--- src/design/csc_params.svh ---
// Offsets, field positions, masks and reset values of the status change registers
`ifndef CSC_PARAMS_SVH
`define CSC_PARAMS_SVH

`define CSC_ADDR_W 8
`define CSC_OFS_MASK 8'h34
`define CSC_OFS_PRESENT 8'h38

`define CSC_BIT_LAN_INT 15
`define CSC_BIT_WAKE_OUT 14
`define CSC_BIT_GEN_WAKE 4
`define CSC_BIT_BATT_RDY 2
`define CSC_BIT_BATT_WP 1

`define CSC_MASK_WRITABLE 32'h0000C016
`define CSC_MASK_RESET 32'h00000000
`define CSC_PRESENT_RESET 32'h00000000
`define CSC_RDATA_RESET 32'h00000000

`endif

--- src/design/csc_pkg.sv ---
// Types shared by the status change event logic
package csc_pkg;

  typedef enum logic [1:0] {
    CSC_SEL_NONE,
    CSC_SEL_MASK,
    CSC_SEL_PRESENT
  } csc_sel_e;

  // Wake sources from the power management driver register
  typedef struct packed {
    logic link_change;
    logic remote_frame;
    logic filtered_frame;
  } csc_wake_src_s;

  // Gates loaded by the configuration and filter commands
  typedef struct packed {
    logic link_wake_en;
    logic remote_wake_dis;
    logic filter_en;
  } csc_wake_gate_s;

  // Host access to the CSR window
  typedef struct packed {
    logic wr;
    logic rd;
    logic [7:0] addr;
    logic [31:0] wdata;
  } csc_req_s;

  typedef struct packed {
    logic [31:0] mask;
    logic [31:0] rdata;
    logic rvalid;
    logic lan_int;
    logic gen_wake;
    logic batt_rdy;
    logic batt_wp;
    logic wake_event;
    logic cstschg;
  } csc_state_s;

endpackage

--- src/design/csc_status_change.sv ---
// Card status change mask, present state and status change output
`timescale 1ns/1ps
`default_nettype none
`include "csc_params.svh"

module csc_status_change
  import csc_pkg::*;
(
  input wire logic CLK,
  input wire logic RST_N,
  input wire logic REG_WR,
  input wire logic REG_RD,
  input wire logic [7:0] REG_ADDR,
  input wire logic [31:0] REG_WDATA,
  output logic [31:0] REG_RDATA,
  output logic REG_RVALID,
  input wire logic LAN_INT_PENDING,
  input wire logic WAKE_LINK_CHANGE,
  input wire logic WAKE_REMOTE_FRAME,
  input wire logic WAKE_FILTERED_FRAME,
  input wire logic LINK_WAKE_EN,
  input wire logic REMOTE_WAKE_DIS,
  input wire logic FILTER_WAKE_EN,
  input wire logic PME_EN,
  input wire logic BATT_RDY_IN,
  input wire logic BATT_WP_IN,
  input wire logic WAKE_EVENT_CLR,
  output logic WAKE_EVENT,
  output logic CSTSCHG
);

  ////////////////////////////////////////////////////////////////////////////
  // Decoding of the host address
  function automatic csc_sel_e decode(input logic [7:0] addr);
    csc_sel_e sel;
    sel = CSC_SEL_NONE;
    if (addr == `CSC_OFS_MASK)
    begin
      sel = CSC_SEL_MASK;
    end
    else if (addr == `CSC_OFS_PRESENT)
    begin
      sel = CSC_SEL_PRESENT;
    end
    return sel;
  endfunction

  ////////////////////////////////////////////////////////////////////////////
  // Present state word from current state
  function automatic logic [31:0] present_word(input csc_state_s s);
    logic [31:0] w;
    w = `CSC_PRESENT_RESET;
    w[`CSC_BIT_LAN_INT] = s.lan_int;
    w[`CSC_BIT_GEN_WAKE] = s.gen_wake;
    w[`CSC_BIT_BATT_RDY] = s.batt_rdy;
    w[`CSC_BIT_BATT_WP] = s.batt_wp;
    return w;
  endfunction

  csc_state_s state_q;
  csc_state_s state_d;
  csc_req_s req;
  csc_wake_src_s src;
  csc_wake_gate_s gate;
  csc_sel_e sel;
  logic wake_now;
  logic out_enable;

  ////////////////////////////////////////////////////////////////////////////
  // Bundling of the inputs
  always_comb
  begin
    req.wr = REG_WR;
    req.rd = REG_RD;
    req.addr = REG_ADDR;
    req.wdata = REG_WDATA;
    src.link_change = WAKE_LINK_CHANGE;
    src.remote_frame = WAKE_REMOTE_FRAME;
    src.filtered_frame = WAKE_FILTERED_FRAME;
    gate.link_wake_en = LINK_WAKE_EN;
    gate.remote_wake_dis = REMOTE_WAKE_DIS;
    gate.filter_en = FILTER_WAKE_EN;
  end

  ////////////////////////////////////////////////////////////////////////////
  // Gated wake sources
  csc_wake_gate u_wake_gate
  (
    .src(src),
    .gate(gate),
    .wake(wake_now)
  );

  ////////////////////////////////////////////////////////////////////////////
  // Next state
  always_comb
  begin
    state_d = state_q;
    sel = decode(req.addr);
    state_d.rvalid = 1'b0;

    // Mask register write, only defined bits stored
    if (req.wr && (sel == CSC_SEL_MASK))
    begin
      state_d.mask = req.wdata & `CSC_MASK_WRITABLE;
    end
    // Writes to the present state address fall through untouched

    // Present state mirrors its sources
    state_d.lan_int = LAN_INT_PENDING;
    state_d.gen_wake = wake_now;
    state_d.batt_rdy = BATT_RDY_IN;
    state_d.batt_wp = BATT_WP_IN;

    // Sticky general wake event, set beats clear
    if (wake_now)
    begin
      state_d.wake_event = 1'b1;
    end
    else if (WAKE_EVENT_CLR)
    begin
      state_d.wake_event = 1'b0;
    end

    // Status change output
    out_enable = (state_d.mask[`CSC_BIT_WAKE_OUT] & state_d.mask[`CSC_BIT_GEN_WAKE])
      | PME_EN;
    state_d.cstschg = state_d.wake_event & out_enable;

    // Read data
    if (req.rd)
    begin
      state_d.rvalid = 1'b1;
      unique case (sel)
        CSC_SEL_MASK:
        begin
          state_d.rdata = state_q.mask;
        end
        CSC_SEL_PRESENT:
        begin
          state_d.rdata = present_word(state_q);
        end
        CSC_SEL_NONE:
        begin
          state_d.rdata = `CSC_RDATA_RESET;
        end
      endcase
    end
  end

  ////////////////////////////////////////////////////////////////////////////
  // State register
  always_ff @(posedge CLK)
  begin
    if (!RST_N)
    begin
      state_q.mask <= `CSC_MASK_RESET;
      state_q.rdata <= `CSC_RDATA_RESET;
      state_q.rvalid <= 1'b0;
      state_q.lan_int <= 1'b0;
      state_q.gen_wake <= 1'b0;
      state_q.batt_rdy <= 1'b0;
      state_q.batt_wp <= 1'b0;
      state_q.wake_event <= 1'b0;
      state_q.cstschg <= 1'b0;
    end
    else
    begin
      state_q <= state_d;
    end
  end

  ////////////////////////////////////////////////////////////////////////////
  // Outputs
  assign REG_RDATA = state_q.rdata;
  assign REG_RVALID = state_q.rvalid;
  assign WAKE_EVENT = state_q.wake_event;
  assign CSTSCHG = state_q.cstschg;

endmodule

`default_nettype wire

--- src/design/csc_wake_gate.sv ---
// Gated OR of the three wake sources
`timescale 1ns/1ps
`default_nettype none

module csc_wake_gate
  import csc_pkg::*;
(
  input wire csc_wake_src_s src,
  input wire csc_wake_gate_s gate,
  output logic wake
);

  logic link_part;
  logic remote_part;
  logic filter_part;

  ////////////////////////////////////////////////////////////////////////////
  // Each source passes only under its own gate
  always_comb
  begin
    link_part = src.link_change & gate.link_wake_en;
    remote_part = src.remote_frame & ~gate.remote_wake_dis;
    filter_part = src.filtered_frame & gate.filter_en;
    wake = link_part | remote_part | filter_part;
  end

endmodule

`default_nettype wire
--- config.mk ---
export PLATFORM = sky130hd
export DESIGN_NAME = csc_status_change
export DESIGN_NICKNAME = d
export VERILOG_FILES = /design/src/design/csc_pkg.sv /design/src/design/csc_status_change.sv /design/src/design/csc_wake_gate.sv
export VERILOG_INCLUDE_DIRS = /design/src /design/src/design
export SDC_FILE = /design/constraint.sdc
export NUM_CORES = 1
export LEC_CHECK = 0
export BUFFER_PORTS_ARGS = -buffer_cell sky130_fd_sc_hd__buf_2
export CORE_ASPECT_RATIO = 2
export CORE_MARGIN = 3
export CORE_UTILIZATION = 34
export DETAILED_ROUTE_END_ITERATION = 10
export GPL_ROUTABILITY_DRIVEN = 1
export PLACE_DENSITY = 0.76
export SLEW_MARGIN = 15
export SYNTH_ARGS = -nofsm -noshare
export SYNTH_HDL_FRONTEND = slang
export SYNTH_HIERARCHICAL = 1
export SYNTH_SLANG_ARGS = --single-unit
--- constraint.sdc ---
create_clock -name CLK -period 1.25 [get_ports CLK]
set_clock_uncertainty 0.1 [all_clocks]
set_input_delay 0.1875 -clock CLK [delete_from_list [all_inputs] [get_ports CLK]]
set_output_delay 0.1875 -clock CLK [all_outputs]
set_load 0.005 [all_outputs]
### After elaboration in Yosys (flattened, before gate mapping)

Cells that the tools add are included.

* word-level logic and storage cells: 32
* output and inout bits: 35
* register bits after elaboration: 44
* input port bits: 55

* bitwise logic cells: 9
* reductions and logical operators: 2
* equal/unequal tests: 4
* mux-type cells: 7

Operator list (count)
* $pmux 32 s3: 1
* $eq 8x6->1 const B: 2
* $mux 15: 1
* $and 1x1->1: 5
* $mux 2: 2
* $mux 1: 3
* $or 1x1->1: 3
* $eq 2x1->1 const B: 1
* $eq 2x2->1 const B: 1
* $logic_not 2->1: 1
* $logic_and 1x1->1: 1
* $not 1->1: 1

### Longest topological paths before layout

Gate-level depths: netlist (run 1).

* word-level depth: 9
* gate-level depth with buffers: 4
* mapped depth without buffers: 4

### Modules after synthesis

Netlist (run 1), hierarchy kept.

By module, submodules not included
* csc_status_change: cells each 111, sequential area each 340.3 um2, area an instance 1004.7 um2, times used 1
* csc_wake_gate: cells each 3, sequential area each 0.0 um2, area an instance 16.3 um2, times used 1

### Least setup slack after synthesis (run 1)

No wires, ideal clock.

* path kind: input -> register
* start point: in REG_ADDR[3]
* end point: reg state_q[40] in the netlist's numbering
* data required time: 1.024 ns
* setup slack: -0.076 ns
* stages on the path: 4
* library setup time: 0.126 ns
* buffers on the path: 1
* arrival: 1.100 ns
* path through: or4b_1 -> buf_2 -> o31ai_1 -> a21oi_1

* longest elaborated chain between the ends: 5
* elaborated cells on any way between the ends: 6
* those cells by class: eq/ne (3); mux (2); reduce/logical (1)

Ends and longest elaborated chain
* from (decl): line csc_status_change.sv:13 `input wire logic [7:0] REG_ADDR,`
* $eq 8x6->1 (no line)
* $mux 2: line csc_status_change.sv:41 `` else if (addr == `CSC_OFS_PRESENT) ``
* $mux 2 (*): line csc_status_change.sv:37 `` if (addr == `CSC_OFS_MASK) ``
* $eq 2x1->1 (*): line csc_status_change.sv:103 `if (req.wr && (sel == CSC_SEL_MASK))`
* $logic_and 1x1->1 (*): line csc_status_change.sv:103
* to (signal assigned): line csc_status_change.sv:169 `state_q <= state_d;`
* to (decl): line csc_status_change.sv:60 `csc_state_s state_q;`

Every way passes the cells marked *; elsewhere a longest branch is shown, timed or not.
A chain may end at the register's enable or synchronous reset.

### Final worst setup path (run 1)

* start point: in REG_ADDR[7]
* end point: reg state_q[43] in the netlist's numbering

* longest elaborated chain between the ends: 6
* elaborated cells on any way between the ends: 7
* those cells by class: eq/ne (3); mux (3); reduce/logical (1)

Ends and longest elaborated chain (line)
* $eq 8x6->1 (no line)
* $mux 2: csc_status_change.sv:41
* $mux 2 (*): csc_status_change.sv:37
* $eq 2x1->1 (*): csc_status_change.sv:103
* $logic_and 1x1->1 (*): csc_status_change.sv:103
* $mux 15 (*): csc_status_change.sv:103

Marks and branches as above.

==> results of run 1 <==
## power groups by stage
stage,logic [mW],registers [mW],clock network [mW]
after floorplan,0.132,0.572,0
after global placement,0.148,0.572,0
after detailed placement,0.151,0.572,0
after CTS,0.152,0.560,0.413
after global routing,0.173,0.560,0.445
final,0.155,0.560,0.398
## per-layer routing
layer  part of all wire, %  routed length [µm]  vias to the layer above  track usage, %
li1                      -                   -                      416               -
met1                    32                 701                      379           11.44
met2                    58                1277                       36           22.28
met3                   8.7                 190                        2           2.160
met4                  0.87                  19                        0           5.495
met5                     0                   0                        -               0
## through the flow
step                      hold slack, ns  instance area, µm²  setup TNS, ns  util (%)  setup WS, ns
after global placement            0.2877                1130         -1.445     40.29       -0.2154
after detailed placement          0.2943                1130         -1.914     40.29       -0.2342
after floorplan                   0.2092                1137        -0.3616         -      -0.07232
after CTS                        0.03606                1175              0     41.90       0.03326
after global routing             0.04750                1190       -0.03619     42.44      -0.01003
final                            0.03817                1190              0     42.44       0.02562
## cells by family after synthesis
| group | count (synthesis) | share of synthesized area [%] |
|---|---|---|
| compound gates | 24 | 15.44 |
| buf+inv | 39 | 26.35 |
| flops | 17 | 33.33 |
| other cells | 1 | 0.3673 |
| simple gates | 33 | 24.51 |
## final cells by class
cell class	count	area share, %
timing repair buffer	41	18.51
tap	29	3.049
clock buffer	4	3.785
inverter	3	0.9464
sequential	17	28.60
multi-input combinational	84	45.11
## final timing paths
kind	endpoint	cells after the start	slack (ns)
max	state_q[43]	4	0.03
min	state_q[5]	2	0.04
max reg2reg	REG_RDATA[4]	3	0.25
min reg2reg	REG_RDATA[14]	2	0.37
## critical path: cells and delay by family
| kind | cells | cell delay (ns) |
|---|---|---|
| simple gates | 1 | 0.59 |
| compound gates | 2 | 0.36 |
| buf+inv | 1 | 0.11 |
## what timing repair did
item	4_1_cts	5_1_grt
hold buffers	0	0
resized for setup	0	3
setup endpoints to repair	0	4
## registers in the layout, indices dropped and copies added (netlist names)
register    count
CSTSCHG         1
WAKE_EVENT      1
state_q         9
REG_RVALID      1
REG_RDATA       5
## placed cells by master (no fill, tap or decap), types with 2 or more instances in the layout
cell | netlist | routed
buf_2 | 2 | 35
conb_1 | 1 | 27
dfxtp_1 | 17 | 17
a21oi_1 | 10 | 10
and3b_1 | 7 | 7
nand4_1 | 6 | 6
buf_4 | 32 | 6
and2_1 | 5 | 5
nand2b_1 | 5 | 5
o2111ai_1 | 4 | 4
inv_1 | 3 | 3
o31ai_2 | 0 | 3
clkbuf_8 | 0 | 3
o31ai_1 | 5 | 2
==> results.json, run 1 <==
{
  "max-vdd-ir-drop_v": 0.0008135,
  "power_frac_clock_pct": 35.7,
  "yosysWarningCount": 6,
  "max_stage_delay_ns": 0.59,
  "p_sw_share_pct": 23.41,
  "status": "completed",
  "synth_edf_count": 0,
  "synth_most_common_cell": "buf_4",
  "grt_overflow_total": 0,
  "cp-startpoint": "REG_ADDR[7]",
  "rsz0062_at_grt": "true",
  "clock-sinks": 17,
  "grt_pass1_vias": 802,
  "postSynthCellCount": 114,
  "place_inst": 174,
  "grt_max_degree": 12,
  "antenna_found_initial": 0,
  "endpoint_kind": "flip-flop",
  "combPwrFrac_pct": 14.0,
  "tritoncts": "done",
  "cts_buffers": 3,
  "clock_latency_ns": 0.24,
  "multi_input_area_um2": 536.8,
  "cts_root_buf": "clkbuf_8",
  "coreArea_um2": 2804,
  "firstDrtPassIters": 4,
  "critical_path_class": "primary input to flip-flop",
  "ant_nets": 0,
  "drc": 0,
  "cts_setup_buffers": 0,
  "power_frac_seq_pct": 50.3,
  "timing.rr.start": "state_q[43]",
  "finalSetupViolations": 0,
  "initialDrtViolationCount": 23,
  "maxCapViolCount": 0,
  "cp-start-kind": "primary input",
  "total_power_mw": 1.113,
  "finalWirelength_um": 2187,
  "syn2layout_area_growth_pct": 16.54,
  "num-nets-final": 205,
  "avgSynthCellArea_um2": 8.956,
  "cts.htree.levels": 1,
  "drive_gt1_share_pct": 34.90,
  "seq_area_frac_synth_pct": 33.33,
  "synth.top_cells.by_count": "buf_4 (32), dfxtp_1 (17), a21oi_1 (10)",
  "clk_pin_slew_worst_paths_ns": 0.06,
  "ys_top_cells_by_area": "dfxtp_1 (33%), buf_4 (24%), and3b_1 (6.0%), a21oi_1 (4.9%), nand4_1 (3.7%)",
  "ys_seq_elements": 17,
  "p_sw_uw": 260.5,
  "fmax_ghz": 0.8167,
  "synth_top_area_share_pct": 33.33,
  "grt_pass1_wl_um": 3443,
  "cp_max_fo": 6,
  "regArea_um2": 340.3,
  "die_w_um": 44.75,
  "synth_top_area_cell": "dfxtp_1",
  "synth_area_um2": 1021,
  "synth_cell_type_count": 29,
  "die_y_um": 83.50,
  "slew_viol_final": 0,
  "post_drt_wl_per_cell_um": 12.29,
  "power_density_nw_per_um2": 935.3,
  "final_cells": 178,
  "async_flop_share_pct": 0,
  "synthFlopType": "dfxtp_1",
  "initial_core_util_pct": 36.41,
  "dieArea_um2": 3736,
  "cp.arrival_ns": 1.25,
  "period_share_pct": 97.95,
  "leakage_nw": 0.5738,
  "fin_crit_ns": 1.224,
  "gp_congestion": 0.8292,
  "grt_usage_pct": 11.91,
  "cp_slowest_cell": "or4bb_4",
  "fillers": 297,
  "hold_start": "LAN_INT_PENDING",
  "clk_path_buf_depth": 2,
  "insertedDiodeCount": 0,
  "io_pins": 90,
  "hold_class": "primary input to flip-flop",
  "dp_hpwl_um": 1817,
  "path_cells": "buf_2 > or4bb_4 > o31ai_1 > a21oi_1",
  "p_int_uw": 852.3,
  "via_count": 833,
  "hold_violations": 0,
  "port_buffers": 35,
  "via_per_inst": 4.680,
  "required_ns": 1.27,
  "rows": 27
}
Note: power is estimated with default switching activity, not from simulation.
==> inputs of run 2 (changes only) <==
--- a/config.mk
+++ b/config.mk
@@ -11,8 +11,8 @@
 export CORE_MARGIN = 3
 export CORE_UTILIZATION = 34
 export DETAILED_ROUTE_END_ITERATION = 10
-export GPL_ROUTABILITY_DRIVEN = 1
-export PLACE_DENSITY = 0.76
+export GPL_ROUTABILITY_DRIVEN = 0
+export PLACE_DENSITY = 0.87
 export SLEW_MARGIN = 15
 export SYNTH_ARGS = -nofsm -noshare
 export SYNTH_HDL_FRONTEND = slang
==> run 2 against run 1 <==
- via count increased by 3.6%
- largest cell class unchanged
- critical endpoint unchanged
- fmax about the same
- power increased by 0.88%
- combinational power about the same
- largest power group unchanged
- sequential share of layout area decreased by 0.12 points
- setup slack got worse by 0.00080 ns
==> results.json, run 2 (synthesized netlist as in run 1, its figures left out) <==
{
  "drive_gt1_share_pct": 34.44,
  "fin_crit_ns": 1.225,
  "initialDrtViolationCount": 11,
  "path_cells": "buf_2 > or4bb_4 > o31ai_1 > a21oi_1",
  "hold_class": "primary input to flip-flop",
  "place_inst": 176,
  "die_y_um": 83.50,
  "tritoncts": "done",
  "firstDrtPassIters": 4,
  "final_cells": 180,
  "antenna_found_initial": 0,
  "cp_top_family": "simple AND/OR/NAND/NOR gates",
  "slew_viol_final": 0,
  "cp-startpoint": "REG_ADDR[7]",
  "power_frac_seq_pct": 49.8,
  "ant_nets": 0,
  "rsz0062_at_grt": "true",
  "wl_met2_um": 1222,
  "grt_max_degree": 12,
  "clock_latency_ns": 0.25,
  "dp_hpwl_um": 1817,
  "timing.rr.end": "REG_RDATA[4]",
  "insertedDiodeCount": 0,
  "grt_pass1_vias": 842,
  "io_pins": 90,
  "final_common_cell": "buf_2",
  "rrSetupSlack_ns": 0.24,
  "finalWirelength_um": 2210,
  "wl_met3_um": 220,
  "post_drt_wl_per_cell_um": 12.28,
  "endpoint_kind": "flip-flop",
  "power_density_nw_per_um2": 939.6,
  "finalSetupViolations": 0,
  "die_w_um": 44.75,
  "layout_common_cells": "buf_2 (35), conb_1 (27), dfxtp_1 (17)",
  "p_sw_uw": 267.9,
  "cts_root_buf": "clkbuf_8",
  "cp.arrival_ns": 1.25,
  "cts_buffers": 3,
  "final_area_um2": 1195,
  "maxCapViolCount": 0,
  "status": "completed",
  "cp_slowest_cell": "or4bb_4",
  "dieArea_um2": 3736,
  "routed.top_layer": "met4",
  "clk_pin_slew_worst_paths_ns": 0.06,
  "via_per_inst": 4.794,
  "cts.htree.levels": 1,
  "largest_register": "state_q",
  "p_int_uw": 854.8,
  "max-vdd-ir-drop_v": 0.0004995,
  "combPwrFrac_pct": 14.0,
  "hold_path_depth": 2,
  "p_sw_share_pct": 23.86,
  "timing.rr.start": "state_q[43]",
  "hold_violations": 0,
  "min_to": "state_q[5]",
  "grt_usage_pct": 12.37,
  "coreArea_um2": 2804,
  "drc": 0,
  "initial_core_util_pct": 36.41,
  "cp.buffers_inverters": 1,
  "grt_overflow_total": 0,
  "largest_reg_flops": 9,
  "drt-met1-wl_um": 716,
  "hold_start": "LAN_INT_PENDING",
  "cp_max_fo": 6,
  "grt_pass1_wl_um": 3498,
  "rows": 27,
  "port_buffers": 35,
  "placed_area_um2": 1145,
  "critical_path_class": "primary input to flip-flop",
  "cp-start-kind": "primary input",
  "total_power_mw": 1.123,
  "via_count": 863,
  "syn2layout_area_growth_pct": 17.03,
  "clock-sinks": 17,
  "fmax_ghz": 0.8162,
  "max_stage_delay_ns": 0.58,
  "power_frac_clock_pct": 36.2,
  "required_ns": 1.28,
  "r2r_cells": 3,
  "leakage_nw": 0.5836,
  "num-nets-final": 207,
  "clk_path_buf_depth": 2,
  "period_share_pct": 98.01
}
==> run 2: cell types whose count changed in the layout (fill, tap and decap cells not counted), sizes merged <==
cell / delta
buf: +2
==> run 2: power groups by stage <==
stage | clock network (mW) | logic (mW) | registers (mW)
final | 0.406 | 0.157 | 0.559
after global routing | 0.437 | 0.175 | 0.560
after CTS | 0.415 | 0.156 | 0.560
after detailed placement | 0 | 0.155 | 0.572
after global placement | 0 | 0.151 | 0.571
after floorplan | 0 | 0.132 | 0.572
==> run 2: per-stage QoR <==
step                      setup WS [ns]  setup TNS [ns]  util (%)  hold slack [ns]
after CTS                       0.03839               0     42.44          0.02811
after global placement          -0.2147          -1.215     40.83           0.2882
after floorplan                -0.07232         -0.3616         -           0.2092
final                           0.02482               0     42.61          0.03233
after detailed placement        -0.2306          -1.493     40.83           0.2911
after global routing          -0.005136       -0.008649     42.61          0.02906
==> run 2: area by class of cell <==
type,count,area (µm²)
inverters,3,11.26
flip-flops and latches,17,340.3
well taps,29,36.28
clock buffers,4,45.04
multi-input cells,84,526.8
fillers,291,1609
repair buffers,43,235.2
==> run 2: worst reg2reg max path, delay by kind of cell (launching register included) <==
family	cells	cell delay, ns
AOI/OAI and AO/OA	2	0.28
DFF	1	0.33
and+or+nand+nor	1	0.18
==> run 2: routing by layer <==
metal / track usage, % / vias to the layer above
li1: - / 420
met1: 11.98 / 392
met2: 21.63 / 46
met3: 2.808 / 5
met4: 7.967 / 0
met5: 0 / -
==> run 2: worst max-delay path by stage <==
stage	cells after the start	slack (ns)	to
after floorplan	4	-0.07	state_q[40]
after global placement	4	-0.21	state_q[43]
after detailed placement	4	-0.23	state_q[43]
after CTS	4	0.04	state_q[43]
after global routing	4	-0.005	state_q[43]
final	4	0.02	state_q[43]
==> run 2: what timing repair did <==
| item | CTS | global route |
|---|---|---|
| buffers inserted | 0 | 0 |
| resized for setup | 0 | 1 |
| hold endpoints to repair | 0 | 0 |
| setup endpoints to repair | 0 | 2 |
| hold buffers | 0 | 0 |
==> inputs of run 3 (changes only) <==
--- a/config.mk
+++ b/config.mk
@@ -7,12 +7,11 @@
 export NUM_CORES = 1
 export LEC_CHECK = 0
 export BUFFER_PORTS_ARGS = -buffer_cell sky130_fd_sc_hd__buf_2
-export CORE_ASPECT_RATIO = 2
 export CORE_MARGIN = 3
-export CORE_UTILIZATION = 34
+export CORE_UTILIZATION = 40
 export DETAILED_ROUTE_END_ITERATION = 10
 export GPL_ROUTABILITY_DRIVEN = 0
-export PLACE_DENSITY = 0.87
+export PLACE_DENSITY = 0.95
 export SLEW_MARGIN = 15
 export SYNTH_ARGS = -nofsm -noshare
 export SYNTH_HDL_FRONTEND = slang
==> constraint.sdc (replaced) <==
create_clock -name CLK -period 1.5 [get_ports CLK]
set_clock_uncertainty 0.1 [all_clocks]
set_input_delay 0.225 -clock CLK [delete_from_list [all_inputs] [get_ports CLK]]
set_output_delay 0.225 -clock CLK [all_outputs]
set_load 0.005 [all_outputs]
==> run 3 against run 2 <==
- power shrank 27%
- flip-flop and latch count stayed put
- register-to-register slack better by 0.24 ns
- cell count shrank 2.2%
- sequential power is 17% lower
- global-route usage shrank 1.1 points
- largest cell class unchanged
==> results.json, run 3 (synthesized netlist as in run 1, its figures left out) <==
{
  "status": "completed",
  "timing.rr.start": "state_q[43]",
  "clk_path_buf_depth": 2,
  "hold_class": "primary input to flip-flop",
  "cts.htree.levels": 1,
  "min_to": "state_q[5]",
  "ctsResizeCount": 0,
  "final_common_cell": "buf_2",
  "maxCapViolCount": 0,
  "via_count": 827,
  "post_drt_wl_per_cell_um": 10.40,
  "required_ns": 1.57,
  "cts_buffers": 3,
  "rows": 17,
  "largest_register": "state_q",
  "drt-met1-wl_um": 777,
  "power_density_nw_per_um2": 723.3,
  "slew_viol_final": 0,
  "power_frac_seq_pct": 56.6,
  "num-nets-final": 204,
  "port_buffers": 35,
  "finalWirelength_um": 1831,
  "max-vdd-ir-drop_v": 0.0003325,
  "syn2layout_area_growth_pct": 11.27,
  "ant_nets": 0,
  "period_share_pct": 84.73,
  "rrSetupSlack_ns": 0.48,
  "cp_max_fo": 6,
  "wl_met3_um": 187,
  "largest_reg_flops": 9,
  "finalSetupViolations": 0,
  "clk_pin_slew_worst_paths_ns": 0.09,
  "initial_core_util_pct": 44.04,
  "die_w_um": 56.52,
  "cp-start-kind": "primary input",
  "tritoncts": "done",
  "cts_root_buf": "clkbuf_4",
  "hold_path_depth": 2,
  "holdWs_ns": 0.03483,
  "clock_latency_ns": 0.28,
  "clock-sinks": 17,
  "endpoint_kind": "flip-flop",
  "dp_slack_ns": -0.06644,
  "rsz0062_at_grt": "false",
  "fmax_ghz": 0.7868,
  "grt_usage_pct": 11.24,
  "holdBufCountCts": 0,
  "drive_gt1_share_pct": 32.43,
  "antenna_found_initial": 0,
  "p_sw_share_pct": 24.90,
  "die_y_um": 56.52,
  "grt_max_degree": 12,
  "leakage_nw": 0.5556,
  "layout_common_cells": "buf_2 (35), conb_1 (27), dfxtp_1 (17)",
  "grt_pass1_vias": 707,
  "timing.rr.end": "REG_RDATA[4]",
  "hold_violations": 0,
  "p_int_uw": 617.1,
  "initialDrtViolationCount": 16,
  "routed.top_layer": "met4",
  "p_sw_uw": 204.6,
  "cts_setup_buffers": 0,
  "wl_met2_um": 848,
  "fin_crit_ns": 1.271,
  "worst_slack_ns": 0.2291,
  "combPwrFrac_pct": 14.6,
  "fillers": 218,
  "critical_path_class": "primary input to flip-flop",
  "grt_overflow_total": 0,
  "insertedDiodeCount": 0,
  "cp.arrival_ns": 1.34,
  "hold_start": "LAN_INT_PENDING",
  "grt_pass1_wl_um": 2911,
  "via_per_inst": 4.699,
  "drc": 0,
  "firstDrtPassIters": 4,
  "final_cells": 176,
  "io_pins": 90,
  "r2r_cells": 3,
  "dp_hpwl_um": 1503,
  "place_inst": 172,
  "power_frac_clock_pct": 28.8,
  "coreArea_um2": 2318,
  "dieArea_um2": 3195
}
run 3: cell count changes in the layout (fill, tap and decap cells not counted):
| cell | change |
|---|---|
| buf_4 | -3 |
| clkbuf_4 | +3 |
| clkbuf_8 | -3 |
| clkbuf_1 | -1 |
| clkinv_2 | +1 |
| nor4b_2 | +1 |
| nor4b_4 | -1 |
| o31ai_1 | +1 |
| o31ai_2 | -1 |
| or4b_1 | +1 |
| or4b_4 | -1 |
run 3: critical path: stages:
cell	delay [ns]
buf_2	0.10
or4b_1	0.66
o31ai_1	0.25
a21oi_1	0.09
run 3: per-layer routing:
metal | vias up | global-route usage (%)
met4 | 0 | 4.068
met3 | 2 | 2.299
met2 | 45 | 18.98
met5 | - | 0
li1 | 413 | -
met1 | 367 | 13.95
run 3: power groups by stage:
stage	Combinational, mW	Sequential [mW]	Clock, mW
after CTS	0.118	0.465	0.247
after floorplan	0.107	0.476	0
after global routing	0.135	0.467	0.262
after global placement	0.116	0.476	0
final	0.120	0.465	0.237
after detailed placement	0.118	0.476	0
run 3: cell type report:
cell class	count	area [µm²]	area share, %
Inverter	3	11.26	0.9912
Clock buffer	3	22.52	1.982
Tap cell	28	35.03	3.084
Clock inverter	1	5.005	0.4405
Timing Repair Buffer	40	212.7	18.72
Sequential cell	17	340.3	29.96
Multi-Input combinational cell	84	509.2	44.82
run 3: worst max path at each step:
stage,slack [ns],to,from
floorplan,0.14,state_q[40],REG_ADDR[3]
CTS,0.24,state_q[54],REG_ADDR[3]
global placement,-0.06,state_q[54],REG_ADDR[3]
finish,0.23,state_q[54],REG_ADDR[3]
global route,0.17,state_q[53],REG_ADDR[1]
detailed placement,-0.07,state_q[54],REG_ADDR[3]
run 3: stage by stage:
| stage | power, mW | utilization, % | instance area, µm² | TNS (ns) |
|---|---|---|---|---|
| 3_5_place_dp | 0.5940 | 47.81 | 1109 | -0.2901 |
| 6_report | 0.8217 | 49.00 | 1136 | 0 |
| 3_3_place_gp | 0.5917 | 47.81 | 1109 | -0.2573 |
| 4_1_cts | 0.8312 | 49.00 | 1136 | 0 |
| 2_1_floorplan | 0.5837 | - | 1119 | 0 |
| 5_1_grt | 0.8642 | 49.00 | 1136 | 0 |
